--- src/hw/tape_gate_pkg.sv ---
package tape_gate_pkg;
  // Register byte offsets
  localparam logic [7:0] CMD_OFS = 8'h00;    // Command launch
  localparam logic [7:0] CTRL_OFS = 8'h04;   // Drive control
  localparam logic [7:0] MEDIA_OFS = 8'h08;  // Media layout report
  localparam logic [7:0] STAT_OFS = 8'h0C;   // Outcome of last command
  localparam logic [7:0] RESID_OFS = 8'h10;  // Residual count
  // Field positions
  localparam int OP_LSB = 0;       // Command opcode
  localparam int CNT_LSB = 8;      // Command count
  localparam int PREV_BIT = 0;     // Medium removal prevented
  localparam int DATA_BIT = 1;     // Tape holds data
  localparam int BLK_LSB = 0;      // Blocks before gap
  localparam int BLANK_BIT = 16;   // Gap ahead is blank tape
  localparam int FM_LSB = 24;      // Filemarks before blank
  localparam int CHK_BIT = 1;      // Check condition
  localparam int KEY_LSB = 4;      // Sense key
  localparam int FMK_BIT = 8;      // Filemark flag
  localparam int EOM_BIT = 9;      // End of medium flag
  localparam int LST_BIT = 10;     // Logical start flag
  localparam int PEND_BIT = 11;    // Physical end flag
  localparam int SSE_BIT = 12;     // Servo error flag
  localparam int POS_LSB = 16;     // Position code
  // AXI responses
  localparam logic [1:0] RESP_OKAY = 2'h0;
  localparam logic [1:0] RESP_SLVERR = 2'h2;
  // Sense keys
  localparam logic [3:0] SK_NONE = 4'h0;
  localparam logic [3:0] SK_NOT_READY = 4'h2;
  localparam logic [3:0] SK_MEDIUM = 4'h3;
  localparam logic [3:0] SK_HARDWARE = 4'h4;
  localparam logic [3:0] SK_ILLEGAL = 4'h5;
  localparam logic [3:0] SK_BLANK = 4'h8;
  // Tape motion opcodes
  localparam logic [3:0] OP_ERASE = 4'h0;
  localparam logic [3:0] OP_LOAD = 4'h1;
  localparam logic [3:0] OP_UNLOAD = 4'h2;
  localparam logic [3:0] OP_REWIND = 4'h3;
  localparam logic [3:0] OP_READ = 4'h4;
  localparam logic [3:0] OP_FWD_BLK = 4'h5;
  localparam logic [3:0] OP_BACK_BLK = 4'h6;
  localparam logic [3:0] OP_FWD_FM = 4'h7;
  localparam logic [3:0] OP_BACK_FM = 4'h8;
  localparam logic [3:0] OP_WRITE = 4'h9;
  localparam logic [3:0] OP_WRITE_FM = 4'hA;
  // Filemark spans before the end in the long-filemark and data states
  localparam logic [23:0] LONG_FM_SPAN = 24'h000002;
  localparam logic [23:0] DATA_FM_SPAN = 24'h000001;
  // Remembered head position, Gray coded along the usual path
  typedef enum logic [3:0] {
    POS_EJECTED = 4'h0,     // No cartridge in the path
    POS_HELD = 4'h1,        // Unloaded, cartridge kept
    POS_LSTART = 4'h3,      // Logical start
    POS_IN_DATA = 4'h2,     // Read ended within data
    POS_BEFORE_LFM = 4'h6,  // Read ended before a long filemark
    POS_PAST_FM = 4'h7,     // Far side of a filemark
    POS_AFTER_FSB = 4'h5,   // After forward space block
    POS_END_DATA = 4'h4,    // At end of data
    POS_PHYS_END = 4'hC     // At physical tape end
  } pos_type;
  // Outcome of one command
  typedef struct packed {
    logic check;           // Check condition
    logic [3:0] key;       // Sense key
    logic fmk;             // Filemark crossed
    logic eom;             // End of medium
    logic lstart;          // Logical start reached
    logic pend;            // Physical end reached
    logic servo_error_flag;             // Servo error
    logic [23:0] resid;    // Items not found
    pos_type pos;          // Head position afterwards
  } result_type;
endpackage

--- src/hw/motion_decide.sv ---
`timescale 1ns/1ps
// Picks status, sense and next position for one motion command
module motion_decide
  import tape_gate_pkg::*;
#(
  parameter int CNT_W = 24  // Count width
)(
  input wire pos_type pos,             // Current position
  input wire logic [3:0] op,           // Opcode
  input wire logic [CNT_W-1:0] cnt,    // Requested count
  input wire logic prevent,            // Removal prevented
  input wire logic has_data,           // Tape holds data
  input wire logic [15:0] blk_avail,   // Blocks before gap
  input wire logic gap_blank,          // Gap is blank tape
  input wire logic [7:0] fm_avail,     // Filemarks before blank
  input wire logic servo_fault,        // Servo fault seen on load
  output result_type res               // Outcome
);
  logic [CNT_W-1:0] blk_w;  // Blocks widened
  logic [CNT_W-1:0] fm_w;   // Filemarks widened
  logic is_fwd;             // Read or forward block
  logic is_back;            // Backward space of either kind

  assign blk_w = CNT_W'(blk_avail);
  assign fm_w = CNT_W'(fm_avail);
  assign is_fwd = (op == OP_READ) || (op == OP_FWD_BLK);
  assign is_back = (op == OP_BACK_BLK) || (op == OP_BACK_FM);

  // Decision table
  always_comb
  begin
    res = '0;
    res.pos = pos;
    if (pos == POS_EJECTED)
    begin
      // Nothing loaded: every motion command is refused
      res.check = 1'b1;
      res.key = SK_NOT_READY;
    end
    else if (op == OP_UNLOAD)
      res.pos = prevent ? POS_HELD : POS_EJECTED;
    else if (op == OP_LOAD)
    begin
      res.pos = POS_LSTART;
      // Early load after unload may fault the servo
      if (pos == POS_HELD && servo_fault)
      begin
        res.check = 1'b1;
        res.key = SK_HARDWARE;
        res.servo_error_flag = 1'b1;
      end
    end
    else if (pos == POS_HELD)
    begin
      res.check = 1'b1;
      res.key = SK_NOT_READY;
    end
    else if (op == OP_REWIND || op == OP_ERASE)
      res.pos = POS_LSTART;
    else
      case (pos)
        POS_LSTART:
        begin
          if (is_back)
          begin
            res.check = 1'b1;
            res.eom = 1'b1;
            res.lstart = 1'b1;
            res.resid = cnt;
          end
          else if (op == OP_WRITE || op == OP_WRITE_FM)
            res.pos = POS_END_DATA;
          else if (!has_data)
          begin
            // Blank tape: nothing to read or space over
            res.check = 1'b1;
            res.key = SK_BLANK;
            res.eom = 1'b1;
            res.lstart = 1'b1;
            res.resid = cnt;
          end
          else if (is_fwd)
          begin
            if (cnt <= blk_w)
              res.pos = POS_IN_DATA;
            else
            begin
              res.check = 1'b1;
              res.resid = cnt - blk_w;
              res.key = gap_blank ? SK_BLANK : SK_NONE;
              res.fmk = !gap_blank;
              res.pos = gap_blank ? POS_END_DATA : POS_PAST_FM;
            end
          end
          else if (op == OP_FWD_FM)
          begin
            if (cnt <= fm_w)
              res.pos = POS_PAST_FM;
            else
            begin
              res.check = 1'b1;
              res.key = SK_MEDIUM;
              res.eom = 1'b1;
              res.pend = 1'b1;
              res.resid = cnt - fm_w;
              res.pos = POS_PHYS_END;
            end
          end
        end
        POS_BEFORE_LFM, POS_IN_DATA, POS_AFTER_FSB:
        begin
          if (is_fwd && (pos == POS_BEFORE_LFM || cnt > blk_w))
          begin
            // Run into the filemark gap and stop beyond it
            res.check = 1'b1;
            res.fmk = 1'b1;
            res.resid = (pos == POS_BEFORE_LFM) ? cnt : cnt - blk_w;
            res.pos = POS_PAST_FM;
          end
          else if (is_fwd)
          begin
            res.pos = (op == OP_FWD_BLK) ? POS_AFTER_FSB : POS_IN_DATA;
            if (op == OP_READ && cnt == blk_w)
              res.pos = POS_BEFORE_LFM;
          end
          else if (op == OP_FWD_FM)
          begin
            if (cnt <= ((pos == POS_BEFORE_LFM) ? LONG_FM_SPAN
                                                : DATA_FM_SPAN))
              res.pos = POS_PAST_FM;
            else
            begin
              res.check = 1'b1;
              res.key = SK_MEDIUM;
              res.eom = 1'b1;
              res.pend = 1'b1;
              res.resid = cnt - ((pos == POS_BEFORE_LFM) ? LONG_FM_SPAN
                                                         : DATA_FM_SPAN);
              res.pos = POS_PHYS_END;
            end
          end
          else if (op == OP_WRITE || op == OP_WRITE_FM)
          begin
            if (pos == POS_BEFORE_LFM)
              res.pos = POS_END_DATA;
            else
            begin
              // Overwrite inside data is illegal; head stays put
              res.check = 1'b1;
              res.key = SK_ILLEGAL;
            end
          end
        end
        default:
          // Other positions: Good status; only a write moves the head, to end of data
          res.pos = (op == OP_WRITE) ? POS_END_DATA : pos;
      endcase
  end
endmodule

--- src/hw/tape_position_command_gate.sv ---
`timescale 1ns/1ps
// Function
// - Eject on unload; then every command Not Ready
// - Held unload: only load and unload accepted
// - Load servo fault gives Hardware Error, flag
// - Before long filemark: read crosses, FMK set
// - Long filemark: space one or two filemarks
// - Long filemark: write appends, erases beyond
// - Long filemark: filemark write erases beyond
// - In data: read fits, else crosses filemark
// - In data: one filemark spaces, more hits end
// - In data: writes illegal, no motion
// - Rewind reaches logical start; writes valid there
// - Rewind or load at start: Good, no motion
// - Start on blank: read gives Blank Check
// - Start with data: oversized read stops early
// - Start on blank: filemark space Blank Check
// - Start with data: excess filemarks hit end
// - Start: backward space gives No Sense
module tape_position_command_gate
  import tape_gate_pkg::*;
#(
  parameter int CNT_W = 24  // Count width
)(
  input wire logic aclk,                // Clock
  input wire logic aresetn,             // Sync reset, active low
  input wire logic [7:0] s_axi_awaddr,  // Write address
  input wire logic s_axi_awvalid,       // Write address valid
  output logic s_axi_awready,           // Write address ready
  input wire logic [31:0] s_axi_wdata,  // Write data
  input wire logic [3:0] s_axi_wstrb,   // Write strobes
  input wire logic s_axi_wvalid,        // Write data valid
  output logic s_axi_wready,            // Write data ready
  output logic [1:0] s_axi_bresp,       // Write response
  output logic s_axi_bvalid,            // Write response valid
  input wire logic s_axi_bready,        // Write response ready
  input wire logic [7:0] s_axi_araddr,  // Read address
  input wire logic s_axi_arvalid,       // Read address valid
  output logic s_axi_arready,           // Read address ready
  output logic [31:0] s_axi_rdata,      // Read data
  output logic [1:0] s_axi_rresp,       // Read response
  output logic s_axi_rvalid,            // Read data valid
  input wire logic s_axi_rready,        // Read data ready
  input wire logic servo_fault,         // Servo fault pin, async
  output logic cmd_done,                // Command finished pulse
  output logic check_cond               // Last status was check
);
  // Bus state
  logic aw_have, next_aw_have;          // Address held
  logic w_have, next_w_have;            // Data held
  logic [7:0] wa, next_wa;              // Held write address
  logic [31:0] wd, next_wd;             // Held write data
  logic [3:0] ws, next_ws;              // Held strobes
  logic next_awready, next_wready, next_arready;
  logic next_bvalid, next_rvalid;
  logic [1:0] next_bresp, next_rresp;
  logic [31:0] next_rdata;
  // Software registers
  logic [31:0] cmd, next_cmd;           // Latched command
  logic [31:0] ctrl, next_ctrl;         // Control bits
  logic [31:0] media, next_media;       // Media layout
  logic cmd_go, next_cmd_go;            // Evaluate this cycle
  // Block state
  pos_type pos, next_pos;               // Head position
  result_type last, next_last;          // Last outcome
  logic next_done;
  result_type res;                      // Decision
  logic fault_s1, fault_s2;             // Servo fault sync
  logic do_write;                       // Write completes now

  // Maps a byte address to a register index, or 7 if unmapped
  function automatic logic [2:0] reg_index(input logic [7:0] a);
    case (a)
      CMD_OFS: reg_index = 3'h0;
      CTRL_OFS: reg_index = 3'h1;
      MEDIA_OFS: reg_index = 3'h2;
      STAT_OFS: reg_index = 3'h3;
      RESID_OFS: reg_index = 3'h4;
      default: reg_index = 3'h7;
    endcase
  endfunction

  // Byte-enable merge for writable registers
  function automatic logic [31:0] merge(input logic [31:0] old,
                                        input logic [31:0] nw,
                                        input logic [3:0] st);
    for (int i = 0; i < 4; i++)
      merge[i*8 +: 8] = st[i] ? nw[i*8 +: 8] : old[i*8 +: 8];
  endfunction

  // Status word assembly
  function automatic logic [31:0] status_word(input result_type r,
                                              input pos_type p);
    status_word = '0;
    status_word[CHK_BIT] = r.check;
    status_word[KEY_LSB +: 4] = r.key;
    status_word[FMK_BIT] = r.fmk;
    status_word[EOM_BIT] = r.eom;
    status_word[LST_BIT] = r.lstart;
    status_word[PEND_BIT] = r.pend;
    status_word[SSE_BIT] = r.servo_error_flag;
    status_word[POS_LSB +: 4] = p;
  endfunction

  // Servo fault synchroniser
  always_ff @(posedge aclk)
  begin
    if (!aresetn)
    begin
      fault_s1 <= 1'b0;
      fault_s2 <= 1'b0;
    end
    else
    begin
      fault_s1 <= servo_fault;
      fault_s2 <= fault_s1;
    end
  end

  // Decision logic
  motion_decide #(.CNT_W(CNT_W)) decide (
    .pos(pos),
    .op(cmd[OP_LSB +: 4]),
    .cnt(cmd[CNT_LSB +: CNT_W]),
    .prevent(ctrl[PREV_BIT]),
    .has_data(ctrl[DATA_BIT]),
    .blk_avail(media[BLK_LSB +: 16]),
    .gap_blank(media[BLANK_BIT]),
    .fm_avail(media[FM_LSB +: 8]),
    .servo_fault(fault_s2),
    .res(res)
  );

  assign do_write = aw_have && w_have && !s_axi_bvalid;

  // Bus and register next values
  always_comb
  begin
    next_aw_have = aw_have;
    next_w_have = w_have;
    next_wa = wa;
    next_wd = wd;
    next_ws = ws;
    next_bvalid = s_axi_bvalid;
    next_bresp = s_axi_bresp;
    next_rvalid = s_axi_rvalid;
    next_rresp = s_axi_rresp;
    next_rdata = s_axi_rdata;
    next_cmd = cmd;
    next_ctrl = ctrl;
    next_media = media;
    next_cmd_go = 1'b0;
    // Address and data taken in either order
    if (s_axi_awvalid && s_axi_awready)
    begin
      next_aw_have = 1'b1;
      next_wa = s_axi_awaddr;
    end
    if (s_axi_wvalid && s_axi_wready)
    begin
      next_w_have = 1'b1;
      next_wd = s_axi_wdata;
      next_ws = s_axi_wstrb;
    end
    // Response retires
    if (s_axi_bvalid && s_axi_bready)
      next_bvalid = 1'b0;
    // Both halves present: perform the write
    if (do_write)
    begin
      next_aw_have = 1'b0;
      next_w_have = 1'b0;
      next_bvalid = 1'b1;
      next_bresp = RESP_OKAY;
      case (reg_index(wa))
        3'h0:
        begin
          // Command launch; evaluated next cycle
          next_cmd = merge(cmd, wd, ws);
          next_cmd_go = 1'b1;
        end
        3'h1: next_ctrl = merge(ctrl, wd, ws);
        3'h2: next_media = merge(media, wd, ws);
        3'h3, 3'h4: next_bresp = RESP_OKAY; // Read-only, ignored
        default: next_bresp = RESP_SLVERR;
      endcase
    end
    // Read path
    if (s_axi_rvalid && s_axi_rready)
      next_rvalid = 1'b0;
    if (s_axi_arvalid && s_axi_arready)
    begin
      next_rvalid = 1'b1;
      next_rresp = RESP_OKAY;
      case (reg_index(s_axi_araddr))
        3'h0: next_rdata = cmd;
        3'h1: next_rdata = ctrl;
        3'h2: next_rdata = media;
        3'h3: next_rdata = status_word(last, pos);
        3'h4: next_rdata = 32'(last.resid);
        default:
        begin
          next_rdata = 32'h00000000;
          next_rresp = RESP_SLVERR;
        end
      endcase
    end
    next_awready = !next_aw_have && !next_bvalid;
    next_wready = !next_w_have && !next_bvalid;
    next_arready = !next_rvalid;
  end

  // Bus and register flops
  always_ff @(posedge aclk)
  begin
    if (!aresetn)
    begin
      aw_have <= 1'b0;
      w_have <= 1'b0;
      wa <= 8'h00;
      wd <= 32'h00000000;
      ws <= 4'h0;
      s_axi_awready <= 1'b0;
      s_axi_wready <= 1'b0;
      s_axi_arready <= 1'b0;
      s_axi_bvalid <= 1'b0;
      s_axi_bresp <= RESP_OKAY;
      s_axi_rvalid <= 1'b0;
      s_axi_rresp <= RESP_OKAY;
      s_axi_rdata <= 32'h00000000;
      cmd <= 32'h00000000;
      ctrl <= 32'h00000000;
      media <= 32'h00000000;
      cmd_go <= 1'b0;
    end
    else
    begin
      aw_have <= next_aw_have;
      w_have <= next_w_have;
      wa <= next_wa;
      wd <= next_wd;
      ws <= next_ws;
      s_axi_awready <= next_awready;
      s_axi_wready <= next_wready;
      s_axi_arready <= next_arready;
      s_axi_bvalid <= next_bvalid;
      s_axi_bresp <= next_bresp;
      s_axi_rvalid <= next_rvalid;
      s_axi_rresp <= next_rresp;
      s_axi_rdata <= next_rdata;
      cmd <= next_cmd;
      ctrl <= next_ctrl;
      media <= next_media;
      cmd_go <= next_cmd_go;
    end
  end

  // Position and outcome next values
  always_comb
  begin
    next_pos = pos;
    next_last = last;
    next_done = 1'b0;
    if (cmd_go)
    begin
      next_pos = res.pos;
      next_last = res;
      next_done = 1'b1;
    end
  end

  // Position and outcome flops
  always_ff @(posedge aclk)
  begin
    if (!aresetn)
    begin
      pos <= POS_HELD;  // Cartridge in, tape not loaded
      last <= '0;
      cmd_done <= 1'b0;
      check_cond <= 1'b0;
    end
    else
    begin
      pos <= next_pos;
      last <= next_last;
      cmd_done <= next_done;
      check_cond <= next_last.check;
    end
  end

  // Checks
  eject_not_ready_a: assert property (@(posedge aclk) disable iff (!aresetn)
    cmd_go && pos == POS_EJECTED |=> check_cond && last.key == SK_NOT_READY
    && pos == POS_EJECTED)
    else $error("ejected drive accepted a command");
  held_refuse_a: assert property (@(posedge aclk) disable iff (!aresetn)
    cmd_go && pos == POS_HELD && cmd[OP_LSB +: 4] == OP_READ
    |=> last.key == SK_NOT_READY && pos == POS_HELD)
    else $error("held drive accepted a read");
  servo_fault_a: assert property (@(posedge aclk) disable iff (!aresetn)
    cmd_go && pos == POS_HELD && cmd[OP_LSB +: 4] == OP_LOAD && fault_s2
    |=> last.key == SK_HARDWARE && last.servo_error_flag && check_cond)
    else $error("servo fault not reported");
  long_fm_end_a: assert property (@(posedge aclk) disable iff (!aresetn)
    cmd_go && pos == POS_BEFORE_LFM && cmd[OP_LSB +: 4] == OP_FWD_FM
    && cmd[CNT_LSB +: CNT_W] > LONG_FM_SPAN
    |=> pos == POS_PHYS_END && last.key == SK_MEDIUM && last.pend)
    else $error("excess filemark space missed end");
  write_illegal_a: assert property (@(posedge aclk) disable iff (!aresetn)
    cmd_go && pos == POS_IN_DATA && cmd[OP_LSB +: 4] == OP_WRITE
    |=> last.key == SK_ILLEGAL && $stable(pos))
    else $error("write inside data not refused");
  start_good_a: assert property (@(posedge aclk) disable iff (!aresetn)
    cmd_go && pos == POS_LSTART && cmd[OP_LSB +: 4] == OP_REWIND
    |=> !check_cond && pos == POS_LSTART ##1 cmd_done == 1'b0)
    else $error("rewind at start not good");
  blank_read_a: assert property (@(posedge aclk) disable iff (!aresetn)
    cmd_go && pos == POS_LSTART && !ctrl[DATA_BIT]
    && cmd[OP_LSB +: 4] == OP_READ
    |=> last.key == SK_BLANK && last.eom && last.lstart
    && last.resid == $past(cmd[CNT_LSB +: CNT_W]))
    else $error("blank read outcome wrong");
  back_start_a: assert property (@(posedge aclk) disable iff (!aresetn)
    cmd_go && pos == POS_LSTART && cmd[OP_LSB +: 4] == OP_BACK_FM
    |=> last.key == SK_NONE && last.eom && last.lstart && check_cond)
    else $error("backward space at start wrong");
  done_once_a: assert property (@(posedge aclk) disable iff (!aresetn)
    cmd_go |=> cmd_done ##1 !cmd_done)
    else $error("command completion pulse wrong");
endmodule

--- config.mk ---
export PLATFORM = sky130hd
export DESIGN_NAME = tape_position_command_gate
export DESIGN_NICKNAME = d
export VERILOG_FILES = /design/src/hw/tape_gate_pkg.sv /design/src/hw/motion_decide.sv /design/src/hw/tape_position_command_gate.sv
export SDC_FILE = /design/constraint.sdc
export NUM_CORES = 1
export LEC_CHECK = 0
export BUFFER_PORTS_ARGS = -buffer_cell sky130_fd_sc_hd__buf_2
export CORE_UTILIZATION = 63
export CTS_BUF_LIST = sky130_fd_sc_hd__clkbuf_4 sky130_fd_sc_hd__clkbuf_8
export CTS_CLUSTER_SIZE = 12
export DETAILED_ROUTE_END_ITERATION = 7
export PLACE_DENSITY = 0.83
export RECOVER_POWER = 25
export SYNTH_ARGS = -nofsm -noshare
export SYNTH_HDL_FRONTEND = slang
export SYNTH_SLANG_ARGS = --single-unit
--- constraint.sdc ---
create_clock -name aclk -period 5.4 [get_ports aclk]
set_input_delay 0.81 -clock aclk [delete_from_list [all_inputs] [get_ports aclk]]
set_output_delay 0.81 -clock aclk [all_outputs]
set_load 0.02 [all_outputs]
; ---- Word-level counts from Yosys, hierarchy flattened
; Cells that the tools add are included.
[totals]
reg_bits = 225
inputBits = 60
out_inout_bits = 43
word_cells = 236
[op_classes]
addsub = 3
magnitude_cmp = 4
n_eq_ne = 38
muxes = 105
n_bitwise = 1
reduce_logical = 47
[op_table]
columns = cell, count
row1 = 24-bit two-way mux, 11
row2 = 32-bit one-hot mux with 5 select lines, 1
row3 = 28-bit two-way mux, 4
row4 = 9-bit two-way mux, 9
row5 = 4-bit two-way mux, 19
row6 = 5-bit two-way mux, 14
row7 = 24-bit one-hot mux with 2 select lines, 1
row8 = 3-bit AND reduction, 12
row9 = 34-bit two-way mux, 1
row10 = 33-bit two-way mux, 1
row11 = 8-bit by 4-bit equality test with 1-bit output (second input constant), 4
row12 = 1-bit two-way mux, 30
row13 = 3-bit one-hot mux with 5 select lines, 2
row14 = 24-bit by 16-bit equality test with 1-bit output, 1
row15 = 4-bit by 3-bit equality test with 1-bit output (second input constant), 6
row16 = 24-bit by 16-bit greater-than comparator with 1-bit output, 1
row17 = 24-bit by 16-bit less-or-equal comparator with 1-bit output, 1
row18 = 24-bit less-or-equal comparator, 1
row19 = 24-bit by 8-bit less-or-equal comparator with 1-bit output, 1
row20 = 24-bit by 16-bit subtractor with 24-bit output, 1
row21 = 24-bit subtractor, 1
row22 = 24-bit by 8-bit subtractor with 24-bit output, 1
row23 = 4-bit by 2-bit equality test with 1-bit output (second input constant), 4
row24 = 8-bit by 3-bit equality test with 1-bit output (second input constant), 2
row25 = other kinds (29), 69

; ---- Logic depth before layout (Yosys ltp)
; Gate-level depths: netlist of the first run.
[logic_depth]
word_depth = 20
mapped_depth = 18
mapped_depth_nobuf = 13

; ---- Modules after synthesis
; Synthesis of the first run repeated with hierarchy kept, for this count alone.
[hier_totals]
cells_unflattened = 1605
area_unflattened_um2 = 12811.0
[modules_own_cells]
columns = mod, n_inst, cells_per_inst, area_each_um2, seq_area_each_um2
row1 = tape_position_command_gate, 1, 957, 8853.5, 4464.3
row2 = motion_decide, 1, 648, 3957.5, 0.0

; ---- Worst setup path before layout of the first run
; No wires, ideal clock.
[synth_timing]
kind = reg2reg
startpoint = reg pos[0]
endpoint = reg last[21] (netlist bit)
setup_time_ns = 0.120
arrival_time_ns = 3.621
t_required_ns = 5.280
slack_ns = 1.660
stages_incl_launch_ff = 19
n_path_buf = 5
period_less_slack_ns = 3.740
path_cell_list = dfxtp_1 clkbuf_1 nand2b_1 nor3b_2 inv_1 buf_2 clkbuf_1 ha_1 inv_1 fa_1 clkbuf_1 a2111o_1 o311a_1 buf_4 a21oi_2 nand2_1 o21ai_1 nand2_1 o31a_1
[synth_via]
elab_chain_len = 13
word_cells_on_any_way = 23
classes_between = add/sub: 1 / order compare: 1 / eq/ne: 5 / mux: 12 / reduce/logical: 4
[synth_rtl]
columns = element, line
row1 = from (decl), tape_position_command_gate.sv:64  ; pos_type pos, next_pos;
row2 = from (signal assigned), tape_position_command_gate.sv:284  ; pos <= next_pos;
row3 = 4-bit by 3-bit equality test with 1-bit output, n/a
row4 = 2-bit two-way mux, "motion_decide.sv:128, motion_decide.sv:137"
row5 = 24-bit subtractor / 24-bit less-or-equal comparator (equally long branches), "motion_decide.sv:137, motion_decide.sv:128"
row6 = 24-bit two-way mux, motion_decide.sv:128  ; if (cnt <= ((pos == POS_BEFORE_LFM) ? LONG_FM_SPAN
row7 = 24-bit two-way mux, motion_decide.sv:126  ; else if (op == OP_FWD_FM)
row8 = 24-bit two-way mux, motion_decide.sv:120  ; else if (is_fwd)
row9 = 28-bit two-way mux, motion_decide.sv:112  ; if (is_fwd && (pos == POS_BEFORE_LFM || cnt > blk_w))
row10 = 24-bit one-hot mux with 2 select lines, motion_decide.sv:61  ; case (pos)
row11 = 24-bit two-way mux, motion_decide.sv:58  ; else if (op == OP_REWIND || op == OP_ERASE)
row12 = 28-bit two-way mux, motion_decide.sv:53  ; else if (pos == POS_HELD)
row13 = 24-bit two-way mux, motion_decide.sv:42  ; else if (op == OP_LOAD)
row14 = 34-bit two-way mux, motion_decide.sv:40  ; else if (op == OP_UNLOAD)
row15 = 33-bit two-way mux (*), motion_decide.sv:34  ; if (pos == POS_EJECTED)
row16 = to (signal assigned), tape_position_command_gate.sv:285  ; last <= next_last;
row17 = to (decl), tape_position_command_gate.sv:65  ; result_type last, next_last;
; Every way passes the cells marked *; elsewhere a longest branch is shown, timed or not. The select of a mux whose other input is x is not followed.
; A chain may end at the register's enable or synchronous reset.

; ---- Final worst setup path of the first run
[layout_timing]
startpoint = reg pos[1]
endpoint = reg last[8] (netlist bit)
; The elaborated chain is that of the path after synthesis.

==> results of run 1 <==
==> where the power goes <==
| group | leakage [nW] | switching, W | internal, W | total [W] |
|---|---|---|---|---|
| logic | 3.68 | 0.0000994 | 0.0000440 | 0.000143 |
| clock network | 0.453 | 0.000748 | 0.000955 | 0.00170 |
| registers | 1.80 | 0.0000271 | 0.00167 | 0.00169 |
==> cell type report <==
cell class / instances / area share [%]
clock buffers: 60 / 5.47
well taps: 265 / 2.38
clock inverters: 8 / 0.619
inverters: 35 / 0.951
diodes: 1 / 0.0179
flip-flops and latches: 223 / 32.0
repair buffers: 130 / 4.94
multi-input cells: 1208 / 53.6
==> logic make-up after synthesis <==
kind of cell / synth area share, %
fa+ha+maj: 3.09
flops: 35.8
buf+inv: 4.61
mux: 10.3
compound gates: 23.7
simple gates: 20.4
xor+xnor: 2.11
other cells: 0.0300
==> final timing paths <==
| path | endpoint | slack, ns | cells past startpoint |
|---|---|---|---|
| hold reg to reg | fault_s2 | 0.43 | 1 |
| hold / removal | fault_s2 | 0.43 | 1 |
| setup reg to reg | last[8] | 1.13 | 14 |
| setup / recovery | last[8] | 1.13 | 14 |
==> state kept, by name, summed over array words and instances, names as in the netlist, 4 cells and up <==
register / count
last: 34
ctrl: 32
ws: 4
s_axi_rdata: 32
cmd: 32
media: 32
wd: 32
wa: 8
pos: 4
==> Yosys cell counts (all sizes together), types with 6 or more instances <==
cell type / number / area [µm²]
nand2: 203 / 762
nand3: 31 / 160
o2111ai: 6 / 52.6
a31oi: 12 / 75.1
o21ai: 93 / 465
nor4: 12 / 81.3
nand4: 7 / 43.8
nor2b: 11 / 68.8
a21o: 9 / 67.6
nor2: 209 / 785
nor3: 31 / 165
buf: 17 / 98.9
a222oi: 20 / 200
clkbuf: 92 / 345
or3: 7 / 43.8
a21oi: 157 / 790
mux2: 25 / 282
a221oi: 8 / 82.6
a32oi: 8 / 70.1
xnor2: 14 / 123
nand2b: 21 / 131
o21a: 8 / 60.1
o22ai: 8 / 50.1
xor2: 16 / 140
and3: 6 / 37.5
inv: 35 / 131
a211oi: 14 / 105
dfxtp: 223 / 4460
and2: 11 / 68.8
o211ai: 13 / 97.6
ha: 26 / 325
mux2i: 100 / 1000
nor3b: 6 / 50.1
a2bb2oi: 19 / 166
a22oi: 17 / 128
==> worst max-delay path, stage by stage, from the launching register on <==
cell      delay (ns)
dfxtp_1         0.57
nand2b_1        0.15
nor3b_2         0.17
buf_4           0.25
inv_1           0.10
buf_4           0.25
fa_1            0.61
a2111o_1        0.53
o311ai_4        0.42
buf_4           0.36
o221ai_1        0.17
a21oi_1         0.18
o21ai_0         0.10
a21oi_1         0.15
o21ai_0         0.09
==> metal layers <==
metal	vias up	part of all wire [%]	global-route usage, %
met5	-	0.10	0
met4	6	6.4	29.1
met3	232	14	15.0
met2	976	42	69.0
met1	6064	38	60.4
li1	5803	-	-
==> metrics by stage <==
stage	hold slack, ns	worst slack [ns]	total power, W	util (%)
after floorplan	0.412	1.66	0.00180	-
after global placement	0.416	1.53	0.00186	67.5
after detailed placement	0.428	1.40	0.00187	67.5
after CTS	0.441	1.37	0.00353	71.8
after global routing	0.468	1.06	0.00362	71.6
final	0.434	1.13	0.00354	71.6
==> impl_metrics.csv, run 1 <==
group,metric,value,unit
finish,final_nets,1724,
setup_path,path_max_fanout,21,
synthesis,ys_seq_area_share,35.8,%
synthesis,ys_warn_count,0,
outcome,violations,"design-rule violations, max-capacitance violations, max-slew violations",
synthesis,synthCells,1574,
place,io_buffers,100,
finish,final_common_cell,"dfxtp_1",
synthesis,async_flop_share,0,%
synthesis,synth_edf_count,0,
timing,maxSlewHeadroom,-43.3,%
min_path,min_path_type,"reg2reg",
timing,post-route-min-period,4.27,ns
drt,vias,13100,
finish,num-fill-cells,1600,
synthesis,netlist_area,12500,µm²
setup_path,critPathRequiredTime,5.82,ns
place,globalplace.congestion,1.06,
drt,drc_errors,9,
min_path,min_from,"fault_s1",
clocking,insertion_delay,0.57,ns
synthesis,syn_avg_cell_area,7.93,µm²
finish,layout_common_cells,"223 x dfxtp_1, 209 x nor2_1, 203 x nand2_1",
place,dp_hpwl,33500,µm
outcome,status,"finished, violations left",
flow_run,cap_violations,4,
grt,grt_start_max_net_pins,97,
clocking,cts-htree-levels,2,
clocking,cts_made_buffers,37,
floorplanning,start_util,64.1,%
drt,antenna_left,0,
drt,first_pass_iters,8,
finish,drive_above_1_share,13.8,%
drt,drt_iter0_markers,1724,
timing,post-route-period-util,79.2,%
synthesis,synth_cell_types,80,
floorplanning,io-pin-count,103,
drt,routed_wl,48100,µm
finish,regArea,4460,µm²
place,dpl_cell_area,13100,µm²
floorplanning,core,19500,µm²
clocking,clockBufferDepth,3,
timing,worstMarginPinSlew,2.15,ns
grt,grt_remaining_overflow,0,
finish,multi_input_area,7470,µm²
timing,rsz0062_at_grt,"false",
grt,grt_pass1_vias,12100,
timing,drv_slew,234,
timing,final.setup.tns,0,ns
timing,max_freq,234,MHz
finish,stdcell_count,1930,
finish,area_delta_synth_final,11.7,%
finish,fin_area,13900,µm²
setup_path,worstSetupStartpoint,"pos[1]",
floorplanning,rows,51,
setup_path,worst_setup_path_start_kind,"register",
clocking,cts_sinks,223,
floorplanning,die_area,20400,µm²
power_and_ir_drop,power_density,254,nW/µm²
synthesis,ys.flop_type,"dfxtp_1",
power_and_ir_drop,p_leak,5.94,nW
floorplanning,dieHeight,143,µm
grt,antenna_found_initial,3,
drt,routedWlPerCell,24.9,µm
place,dp.cells,1861,
setup_path,reg2reg_from,"pos[1]",
clocking,postCtsSetupRepairBufs,0,
floorplanning,dieWidth,143,µm
timing,setup_viol,0,
synthesis,ys_seq_elements,223,
timing,finalHoldViolCount,0,
drt,viasPerCell,6.78,
setup_path,crit_path_end_kind,"register",
setup_path,critPathKind,"reg2reg",
setup_path,arrival,4.69,ns
grt,grt_usage,47.2,%
power_and_ir_drop,ir_drop,0.000252,V
clocking,cts_resized,0,
clocking,clkTransAtPathRegs,0.07,ns
clocking,cts-root-buf,"clkbuf_8",
timing,skew,0.0310,ns
grt,grt_pass1_wl,71500,µm
clocking,cts_tree,"yes",
clocking,postCtsHoldBufs,0,
Note: power is estimated with default switching activity, not from simulation.
==> run 2, diff against run 1 <==
- ABC_AREA: not set -> 1
- CORE_UTILIZATION: 63 -> 57
- PLACE_DENSITY: 0.83 -> 0.79
- clock period: 5.4 -> 3.7 ns (I/O delays scaled with it)
==> impl_metrics.csv, run 2 <==
group,metric,value,unit
power_and_ir_drop,switching_share,24.4,%
synthesis,yosysTopAreaCellShare,33.7,%
grt,grt_pass1_vias,13300,
power_and_ir_drop,p_comb_share,5.7,%
place,globalplace.congestion,1.04,
finish,insertedDiodeCount,0,
timing,finalHoldViolCount,0,
drt,vias,14600,
timing,final.setup.tns,0,ns
floorplanning,die_area,23800,µm²
synthesis,yosys.area_share.simple,32.0,%
drt,antenna_left,0,
setup_path,crit_buf_inv,3,
clocking,clockBufferDepth,3,
clocking,insertion_delay,0.55,ns
synthesis,ys_seq_elements,223,
clocking,cts-htree-levels,2,
drt,viasPerCell,5.84,
finish,top_register,"last",
floorplanning,start_util,58.3,%
finish,largest_reg_flops,34,
grt,antenna_found_initial,1,
setup_path,cpMaxStageDelayCell,"a21oi_2",
clocking,cts_resized,0,
synthesis,synth_mux_area_share,0,%
setup_path,critPathKind,"reg2reg",
outcome,violations,"max-capacitance violations, max-slew violations",
synthesis,synth_cell_types,50,
clocking,cts-root-buf,"clkbuf_8",
grt,grt_start_max_net_pins,88,
power_and_ir_drop,intPower,0.00405,W
setup_path,arrival,4.02,ns
place,dp_hpwl,36400,µm
drt,drc_errors,0,
timing,worstMarginPinSlew,1.99,ns
power_and_ir_drop,power_density,363,nW/µm²
synthesis,synth_top_family_by_area,"simple AND/OR/NAND/NOR gates",
finish,final_common_cell,"nand2_1",
timing,rsz0062_at_grt,"false",
floorplanning,core,22700,µm²
floorplanning,dieHeight,154,µm
clocking,postCtsSetupRepairBufs,0,
setup_path,worst_setup_path_start_kind,"register",
timing,drv_slew,47,
synthesis,synth_top_cell_by_area,"dfxtp_1",
clocking,cts_tree,"yes",
synthesis,synth_xor_area_share,2.51,%
min_path,min_path_type,"in2reg",
synthesis,ys_top_cells_by_count,"557 x nand2_1, 298 x nor2_1, 227 x o21ai_0",
timing,post-route-min-period,3.54,ns
clocking,postCtsHoldBufs,0,
finish,layout_common_cells,"557 x nand2_1, 298 x nor2_1, 227 x o21ai_0",
power_and_ir_drop,ir_drop,0.000346,V
grt,grt_usage,40.3,%
synthesis,synth-adder-area-share,2.91,%
synthesis,synth_edf_count,0,
floorplanning,dieWidth,154,µm
clocking,cts_made_buffers,38,
synthesis,synth_most_common_cell,"nand2_1",
synthesis,syn_avg_cell_area,6.27,µm²
floorplanning,rows,55,
synthesis,netlist_area,13200,µm²
finish,stdcell_count,2508,
power_and_ir_drop,p_seq_share,46.5,%
timing,setup_viol,0,
drt,first_pass_iters,8,
setup_path,critPathRequiredTime,4.19,ns
setup_path,crit_path_end_kind,"register",
floorplanning,io-pin-count,103,
outcome,status,"finished, violations left",
finish,num-fill-cells,2172,
grt,grt_pass1_wl,74300,µm
flow_run,cap_violations,1,
synthesis,async_flop_share,0,%
drt,routed_wl,48500,µm
timing,skew,0.0260,ns
drt,routedWlPerCell,19.3,µm
place,io_buffers,100,
power_and_ir_drop,p_leak,6.74,nW
timing,post-route-period-util,95.6,%
drt,drt_iter0_markers,1507,
setup_path,cp_top_family,"simple AND/OR/NAND/NOR gates",
power_and_ir_drop,p_sw,0.00131,W
synthesis,synthCells,2111,
synthesis,ys_warn_count,0,
finish,drive_above_1_share,9.45,%
timing,max_freq,283,MHz
synthesis,ys.flop_type,"dfxtp_1",
synthesis,ys_seq_area_share,33.7,%
power_and_ir_drop,clkPwrFrac,47.8,%
clocking,clkTransAtPathRegs,0.07,ns
setup_path,path_max_fanout,13,
setup_path,slowest_delay,0.53,ns
finish,fin_area,14800,µm²
setup_path,path_cells,"inv_1, fa_1, inv_1, nand3_1, nand2_1, nand2_1, nand2_1, nand2_1, a21oi_2, buf_12, nand3_1, nand3_2, nand2_1, nand2_1, nand2_1, nand2_1, nand2_1, a21oi_2",
finish,area_delta_synth_final,11.5,%
setup_path,crit_top_cell,"nand2_1",
finish,final_nets,2283,
place,dp.cells,2439,
place,dpl_cell_area,13900,µm²
clocking,cts_sinks,223,
synthesis,synth_compound_area_share,19.5,%
timing,maxSlewHeadroom,-32.9,%
grt,grt_remaining_overflow,0,
synthesis,yosys-top-cells-area,"dfxtp_1 34%, nand2_1 16%, o21ai_0 8.6%, nor2_1 8.4%, a21oi_1 7.0%",
[run 2: routing by layer]
| metal | track usage (%) | part of all wire (%) | wire length [µm] | up-vias |
|---|---|---|---|---|
| met5 | 0 | 0.027 | 13 | - |
| met4 | 16.3 | 3.7 | 1780 | 2 |
| met3 | 9.89 | 12 | 5820 | 126 |
| met2 | 61.1 | 42 | 20600 | 857 |
| met1 | 54.7 | 42 | 20300 | 6655 |
| li1 | - | - | - | 7001 |
[run 2: through the flow]
step                      utilization, %  total power [W]  hold WS (ns)  setup WS [ns]
after floorplan                        -          0.00273         0.390          0.628
after global placement              61.4          0.00283         0.392          0.343
after detailed placement            61.4          0.00284         0.402          0.352
after CTS                           65.3          0.00535         0.192          0.322
after global routing                65.0          0.00550         0.208         0.0446
final                               65.0          0.00536         0.200          0.164
[run 2: layout make-up]
type / count / area (µm²) / share of cell area, %
sequential: 223 / 4460 / 30.2
multi-input combinational: 1577 / 7540 / 51.1
clock inverter: 12 / 149 / 1.01
timing repair buffer: 128 / 662 / 4.48
inverter: 226 / 851 / 5.76
tap: 285 / 357 / 2.42
clock buffer: 57 / 741 / 5.02
[run 2: power by group through the flow]
stage	logic (W)	clock network [W]	registers, W
final	0.000306	0.00256	0.00249
after global routing	0.000343	0.00267	0.00249
after CTS	0.000303	0.00256	0.00249
after detailed placement	0.000302	0	0.00254
after global placement	0.000295	0	0.00254
after floorplan	0.000202	0	0.00253
[run 2: tightest hold or removal path, cell delays in order]
cell and delay, ns:
buf_2 0.08, nand2_1 0.05, inv_1 0.04
[run 2: logic make-up (layout without fill, tap and decap cells)]
logic type                 count (synthesis)  after routing
AOI/OAI and AO/OA                        479            479
xor gates and xnor gates                  38             38
adders and majority gates                 29             29
buffers and inverters                    312            423
DFF                                      223            223
other                                      1              2
and+or+nand+nor                         1029           1029
[run 2: path summary, 6_finish.rpt]
| check | from | to | slack [ns] | cells after the start |
|---|---|---|---|---|
| worst max-delay path | cmd[9] | last[15] | 0.16 | 18 |
| worst min-delay path | servo_fault | fault_s1 | 0.20 | 3 |
| worst max register to register | cmd[9] | last[15] | 0.16 | 18 |
| worst min register to register | fault_s1 | fault_s2 | 0.41 | 2 |
